--- src/rtl/sor_map.vh ---
`ifndef SOR_MAP_VH
`define SOR_MAP_VH

// ----------------------------------------
// Serial word layout
// ----------------------------------------
`define SOR_ADDR_W 8
`define SOR_DATA_W 24

// ----------------------------------------
// Register offsets
// ----------------------------------------
`define SOR_OFS_OUT_SEL 8'h60
`define SOR_OFS_TRIG 8'h61
`define SOR_OFS_MUX_CTRL 8'hEB
`define SOR_OFS_GEN_A 8'h6D
`define SOR_OFS_GEN_B 8'h72
`define SOR_OFS_GEN_C 8'h77
`define SOR_OFS_GEN_D 8'h7C
`define SOR_GEN_GRP_LEN 8'h05

// ----------------------------------------
// Output select fields
// ----------------------------------------
`define SOR_SEL_W 3
`define SOR_OUT_SEL_W 12
`define SOR_BIAS_SEL_LSB 0
`define SOR_MECH_SEL_LSB 3
`define SOR_STROBE_SEL_LSB 6
`define SOR_TEST_SEL_LSB 9
`define SOR_OUT_SEL_RST 12'h000

// ----------------------------------------
// Source codes
// ----------------------------------------
`define SOR_CODE_BIAS_A 3'h4
`define SOR_CODE_BIAS_B 3'h5
`define SOR_CODE_INVALID 3'h6
`define SOR_CODE_BC 3'h7

// ----------------------------------------
// Trigger register
// ----------------------------------------
`define SOR_TRIG_W 8
`define SOR_TRIG_RST 8'h00
`define SOR_TRIG_ALL_GEN 0
`define SOR_TRIG_BIAS_A 4
`define SOR_TRIG_BIAS_B 5
`define SOR_TRIG_EXPOSE 6
`define SOR_TRIG_READOUT 7

// ----------------------------------------
// Secondary mux control bits
// ----------------------------------------
`define SOR_MUX_BIAS_A_BIT 12
`define SOR_MUX_BIAS_B_BIT 13
`define SOR_MUX_BC_BIT 15

`endif

--- src/rtl/sor_top.v ---
// What this block does
// RULE1 - Substrate bias output follows source picked by select bits 2:0; codes 0-3 are generators.
// RULE2 - Code 4 bias mux a, 5 bias mux b, 7 shutter b/c mux; 6 invalid.
// RULE3 - Mechanical shutter output follows source picked by bits 5:3, same encoding.
// RULE4 - Flash strobe output follows source picked by bits 8:6, same encoding.
// RULE5 - Test output follows source picked by bits 11:9, same encoding.
// RULE6 - Each shutter generator owns five registers from 0x6D, 0x72, 0x77, 0x7C.
// RULE7 - Register 0xEB bits 15, 13, 12 steer the bias and shutter b/c muxes.
// RULE8 - Writing ones to the 8-bit trigger register launches the matching operations.
// RULE9 - Bit 0 all generators, 1-3 single generators, 4-5 bias generators, 6 exposure.
// RULE10 - Bit 7 starts readout; with exposure in same write, readout follows exposure. A lone bit 7 firing while a joint exposure runs is dropped.
// RULE11 - Select and trigger writes take effect at the next vertical sync.
// RULE12 - Reset clears all selects to generator a and all trigger bits.
`timescale 1ns/1ps
`include "sor_map.vh"

module sor_top #(
  parameter ADDR_W = `SOR_ADDR_W,
  parameter DATA_W = `SOR_DATA_W
) (
  // Clock and reset
  input wire clock,
  input wire reset_n,
  // Serial register port
  input wire ser_clk,
  input wire ser_data,
  input wire ser_load_n,
  // Frame timing
  input wire vertical_sync,
  input wire exposure_done,
  // Internal sources
  input wire shutter_gen_a,
  input wire shutter_gen_b,
  input wire shutter_gen_c,
  input wire shutter_gen_d,
  input wire bias_mux_a,
  input wire bias_mux_b,
  input wire shutter_bc_mux,
  // Routed outputs
  output reg substrate_bias_out,
  output reg mechanical_shutter_out,
  output reg flash_strobe_out,
  output reg test_output,
  // Secondary mux steering
  output reg bias_mux_a_sel,
  output reg bias_mux_b_sel,
  output reg shutter_bc_sel,
  // Generator parameter writes
  output reg gen_param_wr,
  output reg [1:0] gen_param_idx,
  output reg [2:0] gen_param_word,
  output reg [DATA_W-1:0] gen_param_data,
  // Launch pulses
  output reg [3:0] shutter_gen_start,
  output reg [1:0] bias_gen_start,
  output reg exposure_start,
  output reg readout_start,
  // Status
  output reg [11:0] out_sel_active,
  output reg [7:0] trig_pending,
  output reg exposure_busy
);

  // ----------------------------------------
  // Local constants
  // ----------------------------------------
  // Sequencer states and decoded offsets
  localparam ST_IDLE = 2'b01;
  localparam ST_EXPOSE = 2'b10;
  localparam [ADDR_W-1:0] OFS_OUT_SEL = `SOR_OFS_OUT_SEL;
  localparam [ADDR_W-1:0] OFS_TRIG = `SOR_OFS_TRIG;
  localparam [ADDR_W-1:0] OFS_MUX = `SOR_OFS_MUX_CTRL;
  localparam [ADDR_W-1:0] GRP_LEN = `SOR_GEN_GRP_LEN;

  // ----------------------------------------
  // Declarations
  // ----------------------------------------
  reg rst_meta_r;
  reg rst_sync_r;
  reg vd_prev_r;
  reg [11:0] sel_pend_r;
  reg [11:0] sel_act_r;
  reg [7:0] trig_pend_r;
  reg [2:0] mux_pend_r;
  reg [1:0] state_r;
  reg [1:0] state_nxt;
  reg gen_hit_nxt;
  reg [1:0] gen_idx_nxt;
  reg [2:0] gen_word_nxt;
  wire [ADDR_W-1:0] gen_base [0:3];
  wire wr_stb;
  wire [ADDR_W-1:0] wr_addr;
  wire [DATA_W-1:0] wr_data;
  wire rst_n;
  wire vd_rise;
  wire [3:0] gen_src;
  wire [3:0] route_nxt;
  wire [7:0] fire;

  // Reset copy, sync edge, source bus and launch mask
  assign rst_n = rst_sync_r;
  assign vd_rise = vertical_sync & ~vd_prev_r;
  assign gen_src = {shutter_gen_d, shutter_gen_c, shutter_gen_b, shutter_gen_a};
  assign fire = vd_rise ? trig_pend_r : 8'h00; // RULE11

  // ----------------------------------------
  // Reset release
  // ----------------------------------------
  // Two-stage release of the asynchronous reset
  // Internal reset lifts on the second edge after release
  always @(posedge clock or negedge reset_n) begin
    if (!reset_n) begin
      rst_meta_r <= 1'b0;
      rst_sync_r <= 1'b0;
    end else begin
      rst_meta_r <= 1'b1;
      rst_sync_r <= rst_meta_r;
    end
  end

  // ----------------------------------------
  // Serial receiver
  // ----------------------------------------
  // Words arrive LSB first, address ahead of data
  sor_serial_rx #(
    .ADDR_W(ADDR_W),
    .DATA_W(DATA_W)
  ) u_rx (
    .clock(clock),
    .rst_n(rst_n),
    .ser_clk(ser_clk),
    .ser_data(ser_data),
    .ser_load_n(ser_load_n),
    .wr_stb(wr_stb),
    .wr_addr(wr_addr),
    .wr_data(wr_data)
  );

  // ----------------------------------------
  // Register file
  // ----------------------------------------
  // Pending copies catch writes, active copies change on sync
  // Select writes reach the pins only through the sync copy
  always @(posedge clock or negedge rst_n) begin
    if (!rst_n) begin
      vd_prev_r <= 1'b0;
      sel_pend_r <= `SOR_OUT_SEL_RST; // RULE12
      sel_act_r <= `SOR_OUT_SEL_RST; // RULE12
      trig_pend_r <= `SOR_TRIG_RST; // RULE12
      mux_pend_r <= 3'h0;
      bias_mux_a_sel <= 1'b0;
      bias_mux_b_sel <= 1'b0;
      shutter_bc_sel <= 1'b0;
    end else begin
      vd_prev_r <= vertical_sync;
      if (vd_rise) begin
        sel_act_r <= sel_pend_r; // RULE11
        bias_mux_a_sel <= mux_pend_r[0]; // RULE7
        bias_mux_b_sel <= mux_pend_r[1]; // RULE7
        shutter_bc_sel <= mux_pend_r[2]; // RULE7
      end
      if (wr_stb && wr_addr == OFS_OUT_SEL) begin
        sel_pend_r <= wr_data[11:0];
      end
      if (wr_stb && wr_addr == OFS_MUX) begin
        mux_pend_r <= {wr_data[`SOR_MUX_BC_BIT], wr_data[`SOR_MUX_BIAS_B_BIT],
          wr_data[`SOR_MUX_BIAS_A_BIT]}; // RULE7
      end
      // A write in the launch cycle survives for the next sync
      if (wr_stb && wr_addr == OFS_TRIG) begin
        trig_pend_r <= (vd_rise ? 8'h00 : trig_pend_r) | wr_data[7:0]; // RULE8
      end else if (vd_rise) begin
        trig_pend_r <= 8'h00;
      end
    end
  end

  // ----------------------------------------
  // Generator parameter decode
  // ----------------------------------------
  // Group bases of the four shutter generators
  // Plain wiring, so the bases stand from time zero
  assign gen_base[0] = `SOR_OFS_GEN_A; // RULE6
  assign gen_base[1] = `SOR_OFS_GEN_B; // RULE6
  assign gen_base[2] = `SOR_OFS_GEN_C; // RULE6
  assign gen_base[3] = `SOR_OFS_GEN_D; // RULE6

  // Find which group the write address falls in
  // Groups do not overlap, so at most one index matches
  integer g;
  always @* begin
    gen_hit_nxt = 1'b0;
    gen_idx_nxt = 2'h0;
    gen_word_nxt = 3'h0;
    for (g = 0; g < 4; g = g + 1) begin
      if (wr_addr >= gen_base[g] && wr_addr < gen_base[g] + GRP_LEN) begin
        gen_hit_nxt = wr_stb; // RULE6
        gen_idx_nxt = g[1:0];
        gen_word_nxt = wr_addr[2:0] - gen_base[g][2:0];
      end
    end
  end

  // Forward parameter words to the owning generator
  // Parameter words bypass the sync gate
  always @(posedge clock or negedge rst_n) begin
    if (!rst_n) begin
      gen_param_wr <= 1'b0;
      gen_param_idx <= 2'h0;
      gen_param_word <= 3'h0;
      gen_param_data <= {DATA_W{1'b0}};
    end else begin
      gen_param_wr <= gen_hit_nxt;
      if (gen_hit_nxt) begin
        gen_param_idx <= gen_idx_nxt;
        gen_param_word <= gen_word_nxt;
        gen_param_data <= wr_data;
      end
    end
  end

  // ----------------------------------------
  // Output routing
  // ----------------------------------------
  // One selector per routed output, field i at bits 3i+2:3i
  genvar i;
  generate
    for (i = 0; i < 4; i = i + 1) begin : g_route
      sor_source_mux u_mux (
        .sel(sel_act_r[i*3 +: 3]),
        .gen(gen_src),
        .bias_a(bias_mux_a),
        .bias_b(bias_mux_b),
        .bc(shutter_bc_mux),
        .y(route_nxt[i])
      ); // RULE2
    end
  endgenerate

  // Register the routed levels
  // Routed levels lag their sources by one clock
  always @(posedge clock or negedge rst_n) begin
    if (!rst_n) begin
      substrate_bias_out <= 1'b0;
      mechanical_shutter_out <= 1'b0;
      flash_strobe_out <= 1'b0;
      test_output <= 1'b0;
    end else begin
      substrate_bias_out <= route_nxt[0]; // RULE1
      mechanical_shutter_out <= route_nxt[1]; // RULE3
      flash_strobe_out <= route_nxt[2]; // RULE4
      test_output <= route_nxt[3]; // RULE5
    end
  end

  // ----------------------------------------
  // Readout sequencing
  // ----------------------------------------
  // Hold readout back while a joint exposure runs
  // A lone readout fired while exposing is not queued
  always @* begin
    state_nxt = state_r;
    case (state_r)
      ST_IDLE: begin
        if (fire[`SOR_TRIG_EXPOSE] && fire[`SOR_TRIG_READOUT]) begin
          state_nxt = ST_EXPOSE; // RULE10
        end
      end
      ST_EXPOSE: begin
        if (exposure_done) begin
          state_nxt = ST_IDLE; // RULE10
        end
      end
      default: state_nxt = ST_IDLE;
    endcase
  end

  // ----------------------------------------
  // Launch pulses and status
  // ----------------------------------------
  // One-cycle launches at the sync edge, joint readout at exposure end
  // Status ports mirror the internal registers
  always @(posedge clock or negedge rst_n) begin
    if (!rst_n) begin
      state_r <= ST_IDLE;
      shutter_gen_start <= 4'h0;
      bias_gen_start <= 2'h0;
      exposure_start <= 1'b0;
      readout_start <= 1'b0;
      out_sel_active <= `SOR_OUT_SEL_RST;
      trig_pending <= `SOR_TRIG_RST;
      exposure_busy <= 1'b0;
    end else begin
      state_r <= state_nxt;
      shutter_gen_start <= fire[3:0] | {4{fire[`SOR_TRIG_ALL_GEN]}}; // RULE9
      bias_gen_start <= {fire[`SOR_TRIG_BIAS_B], fire[`SOR_TRIG_BIAS_A]}; // RULE9
      exposure_start <= fire[`SOR_TRIG_EXPOSE]; // RULE9
      readout_start <= (state_r == ST_IDLE && fire[`SOR_TRIG_READOUT] && !fire[`SOR_TRIG_EXPOSE]) ||
        (state_r == ST_EXPOSE && exposure_done); // RULE10
      out_sel_active <= sel_act_r;
      trig_pending <= trig_pend_r;
      exposure_busy <= (state_nxt == ST_EXPOSE);
    end
  end

endmodule // sor_top

--- src/rtl/sor_source_mux.v ---
`timescale 1ns/1ps
`include "sor_map.vh"

// ----------------------------------------
// Eight-code source selector for one routed output
// ----------------------------------------
module sor_source_mux (
  // Select code
  input wire [2:0] sel,
  // Candidate sources
  input wire [3:0] gen,
  input wire bias_a,
  input wire bias_b,
  input wire bc,
  // Chosen level
  output reg y
);

  // Codes 0..3 pick a shutter generator, 4/5/7 the muxes
  always @* begin
    case (sel)
      3'h0, 3'h1, 3'h2, 3'h3: y = gen[sel[1:0]];
      `SOR_CODE_BIAS_A: y = bias_a;
      `SOR_CODE_BIAS_B: y = bias_b;
      `SOR_CODE_BC: y = bc;
      default: y = 1'b0; // Invalid code parks low
    endcase
  end

endmodule // sor_source_mux

--- src/rtl/sor_serial_rx.v ---
`timescale 1ns/1ps
`include "sor_map.vh"

// ----------------------------------------
// Three-wire serial write receiver, address then data, LSB first
// ----------------------------------------
module sor_serial_rx #(
  parameter ADDR_W = `SOR_ADDR_W,
  parameter DATA_W = `SOR_DATA_W
) (
  // Clock and reset
  input wire clock,
  input wire rst_n,
  // Serial pins
  input wire ser_clk,
  input wire ser_data,
  input wire ser_load_n,
  // Decoded write
  output reg wr_stb,
  output reg [ADDR_W-1:0] wr_addr,
  output reg [DATA_W-1:0] wr_data
);

  localparam TOT_W = ADDR_W + DATA_W;
  localparam [7:0] TOT_CNT = TOT_W;

  reg sck_prev_r;
  reg [TOT_W-1:0] shift_r;
  reg [7:0] cnt_r;
  wire sck_rise;

  assign sck_rise = ser_clk & ~sck_prev_r;

  // Shift bits while load is low, strobe on the last bit
  always @(posedge clock or negedge rst_n) begin
    if (!rst_n) begin
      sck_prev_r <= 1'b0;
      shift_r <= {TOT_W{1'b0}};
      cnt_r <= 8'h00;
      wr_stb <= 1'b0;
      wr_addr <= {ADDR_W{1'b0}};
      wr_data <= {DATA_W{1'b0}};
    end else begin
      sck_prev_r <= ser_clk;
      wr_stb <= 1'b0;
      if (ser_load_n) begin
        cnt_r <= 8'h00; // Frame ends, partial words dropped
      end else if (sck_rise && cnt_r < TOT_CNT) begin
        shift_r <= {ser_data, shift_r[TOT_W-1:1]};
        cnt_r <= cnt_r + 8'h01;
        if (cnt_r == TOT_CNT - 8'h01) begin
          wr_stb <= 1'b1;
          wr_addr <= shift_r[ADDR_W:1]; // Address bits, oldest at bit 1
          wr_data <= {ser_data, shift_r[TOT_W-1:ADDR_W+1]};
        end
      end
    end
  end

endmodule // sor_serial_rx

--- config.mk ---
export PLATFORM = sky130hd
export DESIGN_NAME = sor_top
export DESIGN_NICKNAME = d
export VERILOG_FILES = /design/src/rtl/sor_top.v /design/src/rtl/sor_source_mux.v /design/src/rtl/sor_serial_rx.v
export VERILOG_INCLUDE_DIRS = /design/src /design/src/rtl
export SDC_FILE = /design/constraint.sdc
export NUM_CORES = 1
export LEC_CHECK = 0
export ABC_CLOCK_PERIOD_IN_PS = 4900
export BUFFER_PORTS_ARGS = -buffer_cell sky130_fd_sc_hd__buf_4
export CAP_MARGIN = 25
export CELL_PAD_IN_SITES_DETAIL_PLACEMENT = 0
export CELL_PAD_IN_SITES_GLOBAL_PLACEMENT = 2
export CORE_ASPECT_RATIO = 0.7
export CORE_MARGIN = 2
export CORE_UTILIZATION = 37
export DETAILED_ROUTE_END_ITERATION = 6
export GPL_ROUTABILITY_DRIVEN = 0
export GPL_TIMING_DRIVEN = 0
export PLACE_DENSITY_LB_ADDON = 0.1
export SLEW_MARGIN = 0
export SYNTH_ARGS = -nofsm -noshare
export SYNTH_HDL_FRONTEND = slang
export SYNTH_SLANG_ARGS = --single-unit
--- constraint.sdc ---
create_clock -name clock -period 4.9 [get_ports clock]
set_input_delay 0.49 -clock clock [delete_from_list [all_inputs] [get_ports clock]]
set_output_delay 0.49 -clock clock [all_outputs]
set_load 0.005 [all_outputs]
==> summary.md <==
| Metric | Value |
|---|---|
| Outcome | `finished, violations left` |
| Failing checks | `design-rule violations` |
| Maximum buffer depth of the clock tree | `2` |
| CTS tree | `done` |
| Final instance area | `8588 sq um` |
| Grt ovf | `0` |
| Startpoint types | `flop` |
| Antenna cells | `0` |
| Mapped Nets | `516` |
| Worst min path class | `primary input to flop` |
| Final setup violation count | `0` |
| Iter 0 DRT Violations | `209` |
| Final-report hold violation count | `0` |
| Std cell rows | `42` |
| WP data arrival | `3.09 ns` |
| Area contributors post-synth | `dfrtp_1, mux2_2, mux2_4` |
| FFs w/ async S/R, synth | `100.0%` |
| CTS root buf | `clkbuf_16` |
| Post-DP Area | `7986 sq um` |
| Vias | `4018` |
| Final WS setup | `2.121 ns` |
| DR vias/cell | `4.733` |
| Die Y | `roughly 120 microns` |
| WS Path Type | `flop to flop` |
| Netlist cell types | `52` |
| Fillers | `1658` |
| CTS sink count | `179` |
| Ports | `80` |
| Worst-Margin Slew | `0.8869 ns` |
| Die Width | `approximately 170 microns` |
| Remaining routing DRC violations | `3` |
| TritonCTS Buffers | `17` |
| Worst hold path cell count | `1` |
| Headroom to the max-slew limit | `40.87%` |
| Area leader, netlist | `dfrtp_1` |
| Yosys top cell area share | `63.26%` |
| DIE AREA | `just over 20000 sq um` |
| Syn Inst Count | `493` |
| Count leader, synth | `dfrtp_1` |
| Hold_ws | `0.1779 ns` |
| Req. time, crit path | `roughly 5.2 ns` |
| Fin Setup TNS | `0 ns` |
| EDFF count, synth | `0` |
| HP Start | `ser_clk` |
| CTS clock-pin slew for the worst setup and hold paths | `approximately 0.07 ns` |
| Register area share after synthesis | `63.63%` |
| Crit. End Element | `flop` |
| Nets | `617` |
| Routed WL | `13810 microns` |
| Tcrit/Tclk final | `56.72%` |
| Worst-Skew Late Latency | `0.43 ns` |
| Clock Skew | `0.009354 ns` |
| First-pass GRT wire length | `around 23000 microns` |
| Tmin final | `2.779 ns` |
| WL per Instance | `16.27 microns` |
| Peak supply drop | `0.2201 mV` |
| Top FF cell, synth | `dfrtp_1` |
| Area Overhead vs Synth | `21.96%` |
| Peak Freq | `0.3598 GHz` |
| Cell Pwr Density | `352.5 nW/um^2` |
| Yosys Warn Count | `0` |
| Initial Util | `37.54%` |
| Mapped cell area | `7042 sq um` |
| Synth Area per Inst | `14.28 sq um` |
| Crit path launch | `u_rx.wr_addr[1]` |
| Hpwl dp | `9482 microns` |
| Number of port buffers | `78` |
| Core ar. | `18760 sq um` |
| GRT Overall Usage | `14.75%` |
| Vias in the first global route | `between 4k and 5k` |
| Pin count of the biggest net entering global routing | `70` |
| Worst setup slack after placement | `2.106 ns` |
| H-tree depth | `4` |
| Max-cap viol count | `0` |
| Initial antenna violation count | `0` |
| Unrepaired setup endpoints after global routing | `no` |
| Worst Reg-to-Reg Cells | `8` |
| Final ANT Viol Nets | `0` |
| FF+latch count, synth | `179` |
| R2R Path Start | `u_rx.wr_addr[1]` |
| Share of cells above drive strength 1 | `38.71%` |
| Pleak | `4.374 nW` |
| Slew Viols, Final | `0` |
| Crit-path max FO | `10` |
| Top cells by count, synth | `dfrtp_1, mux2_2, nand2_1, nor2_1, mux2_4` |
| Post_cts resized | `0` |
| Pre-antenna DRT Iters | `7` |
[state kept, by name, summed over array words and instances, names as in the netlist, 2 cells and up]
signal	cells
bias_gen_start	2
trig_pending	8
trig_pend_r	8
shutter_gen_start	4
gen_param_idx	2
state_r	2
out_sel_active	12
gen_param_word	3
gen_param_data	24
sel_pend_r	12
u_rx.wr_data	24
u_rx.shift_r	31
sel_act_r	12
u_rx.wr_addr	8
mux_pend_r	3
u_rx.cnt_r	8
[repair_timing]
action                                  CTS  global route
setup buffers                             0             0
hold buffers                              1             0
endpoints found under the setup margin    0             0
endpoints found under the hold margin     2             0
[metrics by stage]
step	cells	total power [mW]	utilization (%)
final	849	3.028	45.78
after global routing	849	3.150	45.78
after CTS	849	3.068	45.78
after detailed placement	816	1.682	42.57
after global placement	813	1.674	42.28
after floorplan	493	1.635	-
[per-layer routing]
metal	routed length (microns)	global-route usage [%]	share of wire (%)	vias to the layer above
li1	-	-	-	1905
met1	7188	22.05	52	2043
met2	5928	21.08	43	59
met3	517	3.789	3.7	11
met4	176	4.364	1.3	0
met5	0	0	0	-
[placed cells by master (no fill, tap or decap), drive strengths merged, types with 2 or more instances in the layout]
cell type	n
o21ai	6
mux2i	5
clkbuf	26
nor3	3
nor2b	8
nand2	58
nand4	2
xor2	2
xnor2	2
clkinv	4
mux4	4
mux2	103
a21oi	11
clkinvlp	2
inv	13
nand2b	3
nor2	28
dfrtp	178
nor3b	2
buf	92
ha	9
nand3	4
a22o	8
or2	2
a31oi	6
bufinv	2
nor4	2
and2	4
[worst max-delay path: stages (launching register included)]
cell	delay, ns
dfrtp_1	0.54
inv_1	0.15
ha_1	0.21
nor2b_1	0.12
o21ai_1	0.22
a21oi_2	0.12
o41ai_4	0.67
buf_6	0.29
mux2_4	0.32
[final cells by class]
class                      instances  area, sq um  area share, %
tap                              242        302.8          3.526
clock inverter                    13        148.9          1.734
timing repair buffer              82        648.1          7.547
clock buffer                      19        442.9          5.157
multi-input combinational        288         2417          28.15
inverter                           8        30.03         0.3497
buffer                            18        113.9          1.326
sequential                       179         4484          52.21
[cell families after synthesis]
kind of cell / count (synthesis) / synth area share, %
compound gates: 40 / 4.389
xor+xnor: 4 / 0.4976
fa+ha+maj: 9 / 1.599
buf+inv: 26 / 2.043
flops: 179 / 63.63
mux: 112 / 19.53
other cells: 1 / 0.05325
simple gates: 122 / 8.262
[report_power, final]
group          switching, mW  total, mW  internal, mW  leakage [nW]
clock network          0.602       1.38         0.775         0.287
registers             0.0365       1.55          1.52          2.46
logic                 0.0489     0.0986        0.0497          1.62
total                  0.687       3.03          2.34          4.37
[worst paths after layout]
kind                                      end  slack (ns)
setup reg to reg           gen_param_data[23]        2.12
hold reg to reg                         rst_n        0.36
min in group asynchronous               rst_n        0.38
setup / recovery           gen_param_data[23]        2.12
max in group asynchronous     u_rx.wr_addr[3]        3.61
hold / removal                u_rx.sck_prev_r        0.18
Power figures use the tool's default switching activity.
